$ cat src/common/feedback_loop_pkg.sv
package feedback_loop_pkg;

    // ----------------------------------------
    // register map
    // ----------------------------------------
    localparam logic [7:0] FEEDBACK_LOOP_CONFIG_ADDR = 8'h23;
    localparam logic [7:0] FEEDBACK_LOOP_CONFIG_RESET = 8'h36;
    localparam logic [7:0] READ_UNMAPPED = 8'h00;

    // ----------------------------------------
    // field layout
    // ----------------------------------------
    typedef struct packed {
        logic noiseGateLevel;
        logic [2:0] brakeFeedbackRatio;
        logic [1:0] loopGain;
        logic [1:0] backEmfAmpGain;
    } fbConfig_type;

    localparam logic [2:0] BRAKE_RATIO_OFF = 3'h7;

    // ----------------------------------------
    // brake to drive feedback ratios
    // ----------------------------------------
    localparam logic [4:0] BRAKE_RATIO_X1 = 5'h01;
    localparam logic [4:0] BRAKE_RATIO_X2 = 5'h02;
    localparam logic [4:0] BRAKE_RATIO_X3 = 5'h03;
    localparam logic [4:0] BRAKE_RATIO_X4 = 5'h04;
    localparam logic [4:0] BRAKE_RATIO_X6 = 5'h06;
    localparam logic [4:0] BRAKE_RATIO_X8 = 5'h08;
    localparam logic [4:0] BRAKE_RATIO_X16 = 5'h10;
    localparam logic [4:0] BRAKE_RATIO_NONE = 5'h00;

    // ----------------------------------------
    // noise gate thresholds, percent of supply
    // ----------------------------------------
    localparam int unsigned GATE_PCT_LOW = 4;
    localparam int unsigned GATE_PCT_HIGH = 8;
    localparam int unsigned PCT_SCALE = 100;

    // ----------------------------------------
    // back-emf gain in hundredths
    // ----------------------------------------
    localparam logic [11:0] LRA_GAIN_0 = 12'h1f4;
    localparam logic [11:0] LRA_GAIN_1 = 12'h3e8;
    localparam logic [11:0] LRA_GAIN_2 = 12'h7d0;
    localparam logic [11:0] LRA_GAIN_3 = 12'hbb8;
    localparam logic [11:0] ERM_GAIN_0 = 12'h022;
    localparam logic [11:0] ERM_GAIN_1 = 12'h069;
    localparam logic [11:0] ERM_GAIN_2 = 12'h0b6;
    localparam logic [11:0] ERM_GAIN_3 = 12'h190;

    // ----------------------------------------
    // decoded controls toward the loop
    // ----------------------------------------
    typedef struct packed {
        logic [4:0] brakeRatio;
        logic brakeFbEnable;
        logic [1:0] loopGain;
        logic [1:0] backEmfAmpGain;
        logic [11:0] ampGainX100;
    } loopCtrl_type;

endpackage

$ cat src/feedback_loop_control_reg.sv
// Operation
// - drive below gate threshold outputs zero
// - gate bit: 0 is 4%, 1 is 8%
// - brake codes 0-6 give ratios 1,2,3,4,6,8,16
// - brake code 7 removes braking feedback
// - loop gain sets settling speed, resets 1
// - back-emf gain codes per LRA/ERM mode
// - calibration writes back-emf gain; software overrides
`timescale 1ns/1ps
`default_nettype none
module feedback_loop_control_reg
    import feedback_loop_pkg::*;
#(
    parameter int unsigned MAG_WIDTH = 8
) (
    // clock and reset
    input wire logic mclk,
    input wire logic rst_b,
    // register access from the serial control engine
    input wire logic [7:0] regAddr,
    input wire logic regWrEn,
    input wire logic [7:0] regWrData,
    output logic [7:0] regRdData,
    // calibration result
    input wire logic calGainWrEn,
    input wire logic [1:0] calGainValue,
    // actuator mode, high for LRA
    input wire logic lraMode,
    // drive path
    input wire logic [MAG_WIDTH-1:0] driveMag,
    output logic [MAG_WIDTH-1:0] gatedMag,
    // decoded controls
    output loopCtrl_type loopCtrl
);

    // ----------------------------------------
    // constants
    // ----------------------------------------
    localparam int unsigned FULL_SCALE = (1 << MAG_WIDTH) - 1;
    localparam int unsigned LOW_LIMIT = GATE_PCT_LOW * FULL_SCALE;
    localparam int unsigned HIGH_LIMIT = GATE_PCT_HIGH * FULL_SCALE;

    // ----------------------------------------
    // address decode
    // ----------------------------------------
    logic cfgSelect;
    logic cfgWrite;
    logic calWrite;

    always_comb begin
        cfgSelect = (regAddr == FEEDBACK_LOOP_CONFIG_ADDR);
        cfgWrite = regWrEn && cfgSelect;
        calWrite = calGainWrEn && !cfgWrite;
    end

    // ----------------------------------------
    // configuration register
    // ----------------------------------------
    fbConfig_type cfg_ff;
    fbConfig_type nxt_cfg;

    always_comb begin
        nxt_cfg = cfg_ff;
        if (cfgWrite) begin
            nxt_cfg = fbConfig_type'(regWrData);
        end else if (calWrite) begin
            nxt_cfg.backEmfAmpGain = calGainValue;
        end
    end

    always_ff @(posedge mclk or negedge rst_b) begin
        if (!rst_b) begin
            cfg_ff <= fbConfig_type'(FEEDBACK_LOOP_CONFIG_RESET);
        end else begin
            cfg_ff <= nxt_cfg;
        end
    end

    // ----------------------------------------
    // read data
    // ----------------------------------------
    logic [7:0] rdData_ff;
    logic [7:0] nxt_rdData;

    always_comb begin
        if (cfgSelect) begin
            nxt_rdData = 8'(cfg_ff);
        end else begin
            nxt_rdData = READ_UNMAPPED;
        end
    end

    always_ff @(posedge mclk or negedge rst_b) begin
        if (!rst_b) begin
            rdData_ff <= READ_UNMAPPED;
        end else begin
            rdData_ff <= nxt_rdData;
        end
    end

    assign regRdData = rdData_ff;

    // ----------------------------------------
    // noise gate threshold
    // ----------------------------------------
    logic [31:0] scaledMag;
    logic [31:0] gateLimit;
    logic gateOpen;

    always_comb begin
        scaledMag = 32'(driveMag) * 32'(PCT_SCALE);
        gateLimit = cfg_ff.noiseGateLevel ? 32'(HIGH_LIMIT) : 32'(LOW_LIMIT);
        gateOpen = (scaledMag >= gateLimit);
    end

    // ----------------------------------------
    // gated drive output
    // ----------------------------------------
    logic [MAG_WIDTH-1:0] gated_ff;
    logic [MAG_WIDTH-1:0] nxt_gated;

    always_comb begin
        nxt_gated = gateOpen ? driveMag : '0;
    end

    always_ff @(posedge mclk or negedge rst_b) begin
        if (!rst_b) begin
            gated_ff <= '0;
        end else begin
            gated_ff <= nxt_gated;
        end
    end

    assign gatedMag = gated_ff;

    // ----------------------------------------
    // brake ratio decode
    // ----------------------------------------
    logic [4:0] brakeRatioDec;
    logic brakeEnableDec;

    always_comb begin
        case (cfg_ff.brakeFeedbackRatio)
            3'h0: begin
                brakeRatioDec = BRAKE_RATIO_X1;
                brakeEnableDec = 1'b1;
            end
            3'h1: begin
                brakeRatioDec = BRAKE_RATIO_X2;
                brakeEnableDec = 1'b1;
            end
            3'h2: begin
                brakeRatioDec = BRAKE_RATIO_X3;
                brakeEnableDec = 1'b1;
            end
            3'h3: begin
                brakeRatioDec = BRAKE_RATIO_X4;
                brakeEnableDec = 1'b1;
            end
            3'h4: begin
                brakeRatioDec = BRAKE_RATIO_X6;
                brakeEnableDec = 1'b1;
            end
            3'h5: begin
                brakeRatioDec = BRAKE_RATIO_X8;
                brakeEnableDec = 1'b1;
            end
            3'h6: begin
                brakeRatioDec = BRAKE_RATIO_X16;
                brakeEnableDec = 1'b1;
            end
            BRAKE_RATIO_OFF: begin
                brakeRatioDec = BRAKE_RATIO_NONE;
                brakeEnableDec = 1'b0;
            end
            default: begin
                brakeRatioDec = BRAKE_RATIO_NONE;
                brakeEnableDec = 1'b0;
            end
        endcase
    end

    // ----------------------------------------
    // back-emf gain decode
    // ----------------------------------------
    logic [11:0] lraGainDec;
    logic [11:0] ermGainDec;
    logic [11:0] ampGainDec;

    always_comb begin
        case (cfg_ff.backEmfAmpGain)
            2'h0: begin
                lraGainDec = LRA_GAIN_0;
                ermGainDec = ERM_GAIN_0;
            end
            2'h1: begin
                lraGainDec = LRA_GAIN_1;
                ermGainDec = ERM_GAIN_1;
            end
            2'h2: begin
                lraGainDec = LRA_GAIN_2;
                ermGainDec = ERM_GAIN_2;
            end
            default: begin
                lraGainDec = LRA_GAIN_3;
                ermGainDec = ERM_GAIN_3;
            end
        endcase
        ampGainDec = lraMode ? lraGainDec : ermGainDec;
    end

    // ----------------------------------------
    // loop control register
    // ----------------------------------------
    loopCtrl_type ctrl_ff;
    loopCtrl_type nxt_ctrl;

    always_comb begin
        nxt_ctrl.brakeRatio = brakeRatioDec;
        nxt_ctrl.brakeFbEnable = brakeEnableDec;
        nxt_ctrl.loopGain = cfg_ff.loopGain;
        nxt_ctrl.backEmfAmpGain = cfg_ff.backEmfAmpGain;
        nxt_ctrl.ampGainX100 = ampGainDec;
    end

    always_ff @(posedge mclk or negedge rst_b) begin
        if (!rst_b) begin
            ctrl_ff <= '0;
        end else begin
            ctrl_ff <= nxt_ctrl;
        end
    end

    assign loopCtrl = ctrl_ff;

endmodule // feedback_loop_control_reg
`default_nettype wire

$ cat config.mk
export PLATFORM = sky130hd
export DESIGN_NAME = feedback_loop_control_reg
export DESIGN_NICKNAME = d
export VERILOG_FILES = /design/src/common/feedback_loop_pkg.sv /design/src/feedback_loop_control_reg.sv
export SDC_FILE = /design/constraint.sdc
export NUM_CORES = 1
export LEC_CHECK = 0
export BUFFER_PORTS_ARGS = -buffer_cell sky130_fd_sc_hd__buf_4
export CAP_MARGIN = 25
export CORE_UTILIZATION = 56
export DETAILED_ROUTE_END_ITERATION = 10
export GPL_ROUTABILITY_DRIVEN = 0
export MAX_ROUTING_LAYER = met4
export PLACE_DENSITY = 0.85
export SLEW_MARGIN = 20
export SYNTH_ARGS = -nofsm -noshare
export SYNTH_HDL_FRONTEND = slang
export SYNTH_SLANG_ARGS = --single-unit
$ cat constraint.sdc
create_clock -name mclk -period 5.6 [get_ports mclk]
set_clock_uncertainty 0.15 [all_clocks]
set_input_delay 0.56 -clock mclk [delete_from_list [all_inputs] [get_ports mclk]]
set_output_delay 0.56 -clock mclk [all_outputs]
set_load 0.01 [all_outputs]
==> results.toml, run 1 <==
[worst_setup_path]
cp.required_ps = 5640
cp.arrival_ps = 4070
worstSetupPathType = "in2reg"
path_max_fanout = 8
critPathMaxStageDelay_ps = 460
timing.rr.end = "gatedMag[1]"
end_kind = "flop"
crit_top_cell = "ha_1"
critPathLaunchType = "input pin"
r2r_start = "cfg_ff[7]"
slowest_stage = "fa_1"
crit_family = "adder cells"
worstRegToRegCells = 7
rrSetupSlack_ps = 3570
crit_buf_inv = 1
crit_chain = "buf_4 -> ha_1 -> ha_1 -> fa_1 -> ha_1 -> a21o_1 -> a211oi_1 -> a21oi_1 -> ha_1 -> nand4_1 -> a211o_1 -> nor3_1 -> nor4_4 -> a21boi_0"

[floorplanning]
start_util = 0.592
dieWidth_um = 67.7
die_h_um = 67.7
die_area_um2 = 4580
io_pins = 69
core_area_um2 = 4090
fp-row-count = 23

[clock_tree]
cts.hold.buffers_added = 0
cts_tree = "yes"
numCtsBuffers = 5
cts_root_buffer = "clkbuf_8"
numClockSinks = 46
clk_latency_ps = 290
post_cts_buffers = 0
cts.clk_slew.worst_paths_ps = 80
htree_levels = 2
cts.path.max_buffers = 2
ctsResizeCount = 0

[final_layout]
diodes = 0
finalInstanceArea_um2 = 3120
final_layout_size_suffix_gt1_frac = 0.377
num-fill-cells = 268
synthToLayoutAreaGrowth_pct = 28.9
fin_nets = 337
regArea_um2 = 1160
postLayoutCoreUtil = 0.763
multiInputGateArea_um2 = 1200
final_cells = 318

[timing]
fmax_ghz = 0.248
hold_viol_final = 0
timing.final.crit_share = 0.720
setup_viol = 0
report.final.slew_viol_count = 0
worst_slack_ps = 1570
fin_tns_setup_ps = 0
tightest_slew_ps = 607
grt_setup_unrepaired = "false"
max-slew-margin-rel = 0.592
final.min_clock_period_ps = 4030

[global_routing]
antenna_found_initial = 0
grtUsageTotal = 0.229
grt_pass1_wl_um = 7300
overflow = 0
grt_pass1_vias = 1645
grt_start_max_net_pins = 47

[drt]
vias = 1722
routed_wirelength_um = 4860
viasPerCell = 5.42
firstDrtPassIters = 4
drc = 0
postRouteAntennaNets = 0
wl_per_cell_um = 15.3
drt-initial-drc-count = 128

[hold_path]
hold_path.class = "in2async"

[synth]
synth_edf_count = 0
synth_top_area_frac = 0.435
synth_flop_cell = "dfrtp_1"
async_flop_share = 1.00
synth_top_family_by_area = "adder cells"
syn_nets = 266
ys_top_cells_by_area = "dfrtp_1, ha_1, dfstp_2, mux2_2, a21oi_1"
synth_area_um2 = 2420
syn_inst = 196
synth_compound_area_frac = 0.109
ys_ff_latch = 46
synthAdderAreaFrac = 0.211
seq_area_frac_synth = 0.478
synthXorXnorAreaFrac = 0.0145
yosysWarnings = 0
post_synth_mux_area_share = 0.0445
synth_top_cell_by_area = "dfrtp_1"
synth-simple-area-share = 0.119
syn_avg_cell_area_um2 = 12.3
ys_types = 38

[placed_design]
dp_hpwl_um = 3750
pre_cts_ws_ps = 1400
io_buffers = 68
place_inst = 310
post_dp_cell_area_um2 = 2970

[pwr]
p_leak_nw = 1.62
irDropWorstVdd_mv = 0.139
p_per_area_nw_per_um2 = 292

[run]
drv_cap = 0

[outcome]
outcome = "complete, no violations"
-- synthesized netlist by cell type (2+ instances only) --
cell type  instances
dfrtp_1           42
ha_1              36
a21oi_1           13
nor2_1            12
inv_1             11
and2_2             8
a21boi_0           7
mux2_2             6
nand2_1            5
dfstp_2            4
mux2i_1            4
nand3_1            4
a211oi_1           3
a21o_1             3
and2_1             3
clkbuf_1           3
fa_1               3
nand2b_1           3
a211o_1            2
and3_1             2
nor4_4             2
o21ai_0            2
xnor2_1            2
xor2_1             2
-- logic make-up after synthesis --
kind of cell | Yosys count
AND/OR/NAND/NOR | 45
buffers and inverters | 15
AO/OA/AOI/OAI | 37
multiplexers | 10
adder cells (fa/ha/maj) | 39
flip-flops | 46
XOR/XNOR | 4
-- worst register-to-register path: cells and delay by family (launching register included) --
family | cells | cell delay [ps]
buffers and inverters | 1 | 70
flip-flops | 1 | 370
AND/OR/NAND/NOR | 3 | 540
AO/OA/AOI/OAI | 2 | 550
adder cells (fa/ha/maj) | 1 | 270
-- state kept, by name, summed over array words and instances, names as in the netlist --
signal     count
cfg_ff         8
gatedMag       8
loopCtrl      22
regRdData      8
-- power by group --
part	switching [mW]	total (mW)	internal (mW)
Combinational	0.131	0.245	0.114
Clock	0.104	0.294	0.190
Sequential	0.0126	0.370	0.358
Total	0.247	0.910	0.662
-- final cells by class --
cell class / count / area share
timing repair buffer: 68 / 0.164
clock inverter: 2 / 0.0193
inverter: 11 / 0.0132
sequential: 46 / 0.371
clock buffer: 6 / 0.0265
multi-input combinational: 135 / 0.386
tap: 50 / 0.0201
-- cells in the final DEF (no fill, tap or decap), drive strengths merged, types with 4 or more instances in the layout --
cell,netlist,final
a21boi,7,7
a21oi,13,13
and2,11,11
buf,1,68
clkbuf,3,6
dfrtp,42,42
dfstp,4,4
ha,36,36
inv,11,11
mux2,6,6
mux2i,4,4
nand2,6,6
nand3,4,4
nor2,12,12
-- routing by layer --
metal | vias to the layer above | GRT usage | share of wire
met3 | 5 | 0.0507 | 0.079
met4 | 0 | 0.0798 | 0.010
met5 | - | - | 0
met1 | 827 | 0.257 | 0.40
met2 | 61 | 0.396 | 0.51
li1 | 829 | - | -
-- through the flow --
| stage | hold slack, ps | power (mW) |
|---|---|---|
| 5_1_grt | 141 | 0.955 |
| 3_5_place_dp | 234 | 0.621 |
| 3_3_place_gp | 224 | 0.613 |
| 6_report | 92.6 | 0.910 |
| 2_1_floorplan | 114 | 0.526 |
| 4_1_cts | 115 | 0.914 |
-- worst max-delay path by stage --
stage,slack [ps],endpoint,cells after the start,from
2_1_floorplan,1760,gatedMag[1],14,driveMag[2]
3_3_place_gp,1560,gatedMag[1],14,driveMag[2]
3_5_place_dp,1400,gatedMag[4],14,driveMag[2]
4_1_cts,1650,gatedMag[1],14,driveMag[2]
5_1_grt,1550,gatedMag[1],14,driveMag[2]
6_report,1570,gatedMag[1],14,driveMag[2]
(Power assumes the default switching activity.)
==> run 2, diff against run 1 <==
Settings changed: CORE_UTILIZATION 56 to 52, PLACE_DENSITY 0.85 to 0.8.
Clock period 5.6 ns to 4.2 ns, I/O delays scaled along.
==> run 2 against run 1 <==
Effect of this change: sequential share of layout area rose by 0.42 points; sequential cell count did not move; final cell count rose by 0.94%; register-to-register slack got worse by 1300 ps; largest cell class unchanged.
==> results.toml, run 2 (synthesized netlist as in run 1, its figures left out) <==
[timing]
grt_setup_unrepaired = "false"
final.min_clock_period_ps = 3710
fmax_ghz = 0.270
max-slew-margin-rel = 0.626
hold_viol_final = 0
fin_tns_setup_ps = 0
setup_viol = 0
timing.final.crit_share = 0.883
report.final.slew_viol_count = 0
tightest_slew_ps = 561

[worst_setup_path]
slowest_stage = "fa_1"
worstRegToRegCells = 7
cp.depth = 14
critPathLaunchType = "input pin"
critPathMaxStageDelay_ps = 470
crit_top_cell = "ha_1"
crit_buf_inv = 1
cp.required_ps = 4250
cp.arrival_ps = 3760
end_kind = "flop"
crit_family = "adder cells"
path_max_fanout = 8
worstSetupPathType = "in2reg"
crit_chain = "buf_4 -> ha_1 -> ha_1 -> fa_1 -> ha_1 -> a21o_1 -> a211oi_1 -> a21oi_1 -> ha_1 -> nand4_1 -> a211o_1 -> nor3_1 -> nor4_4 -> a21boi_0"

[floorplanning]
io_pins = 69
die_area_um2 = 4930
die_h_um = 70.2
fp-row-count = 24
core_area_um2 = 4410
dieWidth_um = 70.2
start_util = 0.548

[global_routing]
grt_pass1_wl_um = 7330
grt_pass1_vias = 1591
overflow = 0
antenna_found_initial = 0
grt_start_max_net_pins = 47
grtUsageTotal = 0.197

[clock_tree]
cts_root_buffer = "clkbuf_8"
numCtsBuffers = 5
cts.hold.buffers_added = 1
htree_levels = 2
cts.path.max_buffers = 2
cts_tree = "yes"
ctsResizeCount = 0
cts.clk_slew.worst_paths_ps = 80
clk_latency_ps = 290
post_cts_buffers = 0
numClockSinks = 46

[drt]
viasPerCell = 5.32
routed_wirelength_um = 4470
vias = 1708
postRouteAntennaNets = 0
drt-initial-drc-count = 136
wl_per_cell_um = 13.9
firstDrtPassIters = 4
drc = 0

[final_layout]
final_common_cell = "buf_4"
final_cells = 321
layout_common_cells = "buf_4, dfrtp_1, ha_1"
largest_reg_flops = 22
final_layout_size_suffix_gt1_frac = 0.375
diodes = 0
synthToLayoutAreaGrowth_pct = 27.5
num-fill-cells = 335
fin_nets = 338

[hold_path]
hold_path.class = "in2reg"
hold_depth = 2

[pwr]
p_per_area_nw_per_um2 = 353
p_leak_nw = 1.60
irDropWorstVdd_mv = 0.159

[placed_design]
dp_hpwl_um = 3520
io_buffers = 68
place_inst = 312

[outcome]
outcome = "complete, no violations"

[run]
drv_cap = 0
-- run 2: worst paths after layout --
check	to	start	slack [ps]
setup / recovery	gatedMag[5]	driveMag[2]	490
hold / removal	cfg_ff[6]	regWrData[6]	210
setup reg to reg	gatedMag[5]	cfg_ff[7]	2230
hold reg to reg	loopCtrl[15]	cfg_ff[3]	240
max in group asynchronous	cfg_ff[5]	rst_b	3010
min in group asynchronous	loopCtrl[4]	rst_b	510
-- run 2: area by class of cell --
cell class	instances	area, µm²	area share
clock buffers	6	82.6	0.0268
clock inverters	2	12.5	0.00406
inverters	11	41.3	0.0134
multi-input cells	135	1200	0.391
flip-flops and latches	46	1160	0.375
well taps	52	65.1	0.0211
repair buffers	69	520	0.169
-- run 2: stage by stage --
stage / power, mW / hold WS [ps] / util / instance area [µm²] / setup slack [ps]
after detailed placement: 0.825 / 227 / 0.674 / 2980 / 175
after CTS: 1.10 / 201 / 0.698 / 3080 / 485
final: 1.09 / 208 / 0.698 / 3080 / 492
after floorplan: 0.702 / -25.6 / - / 2420 / 498
after global routing: 1.16 / 206 / 0.698 / 3080 / 284
after global placement: 0.817 / 217 / 0.674 / 2980 / 293
-- run 2: per-layer routing --
layer | global-route usage | vias up | wire, µm
li1 | - | 832 | -
met1 | 0.266 | 800 | 2000
met2 | 0.303 | 68 | 2100
met3 | 0.0332 | 8 | 287
met4 | 0.0667 | 0 | 75
met5 | - | - | 0
-- run 2: report_power, final --
part / switching, mW / internal (mW)
sequential: 0.0165 / 0.477
clock: 0.139 / 0.132
combinational: 0.170 / 0.153
-- run 2: worst reg2reg max path, delay by kind of cell, from the launching register on --
| kind | cells | cell delay, ps |
|---|---|---|
| buffers and inverters | 1 | 80 |
| adders and majority gates | 1 | 280 |
| AOI/OAI and AO/OA | 2 | 450 |
| and+or+nand+nor | 3 | 550 |
| DFF | 1 | 370 |
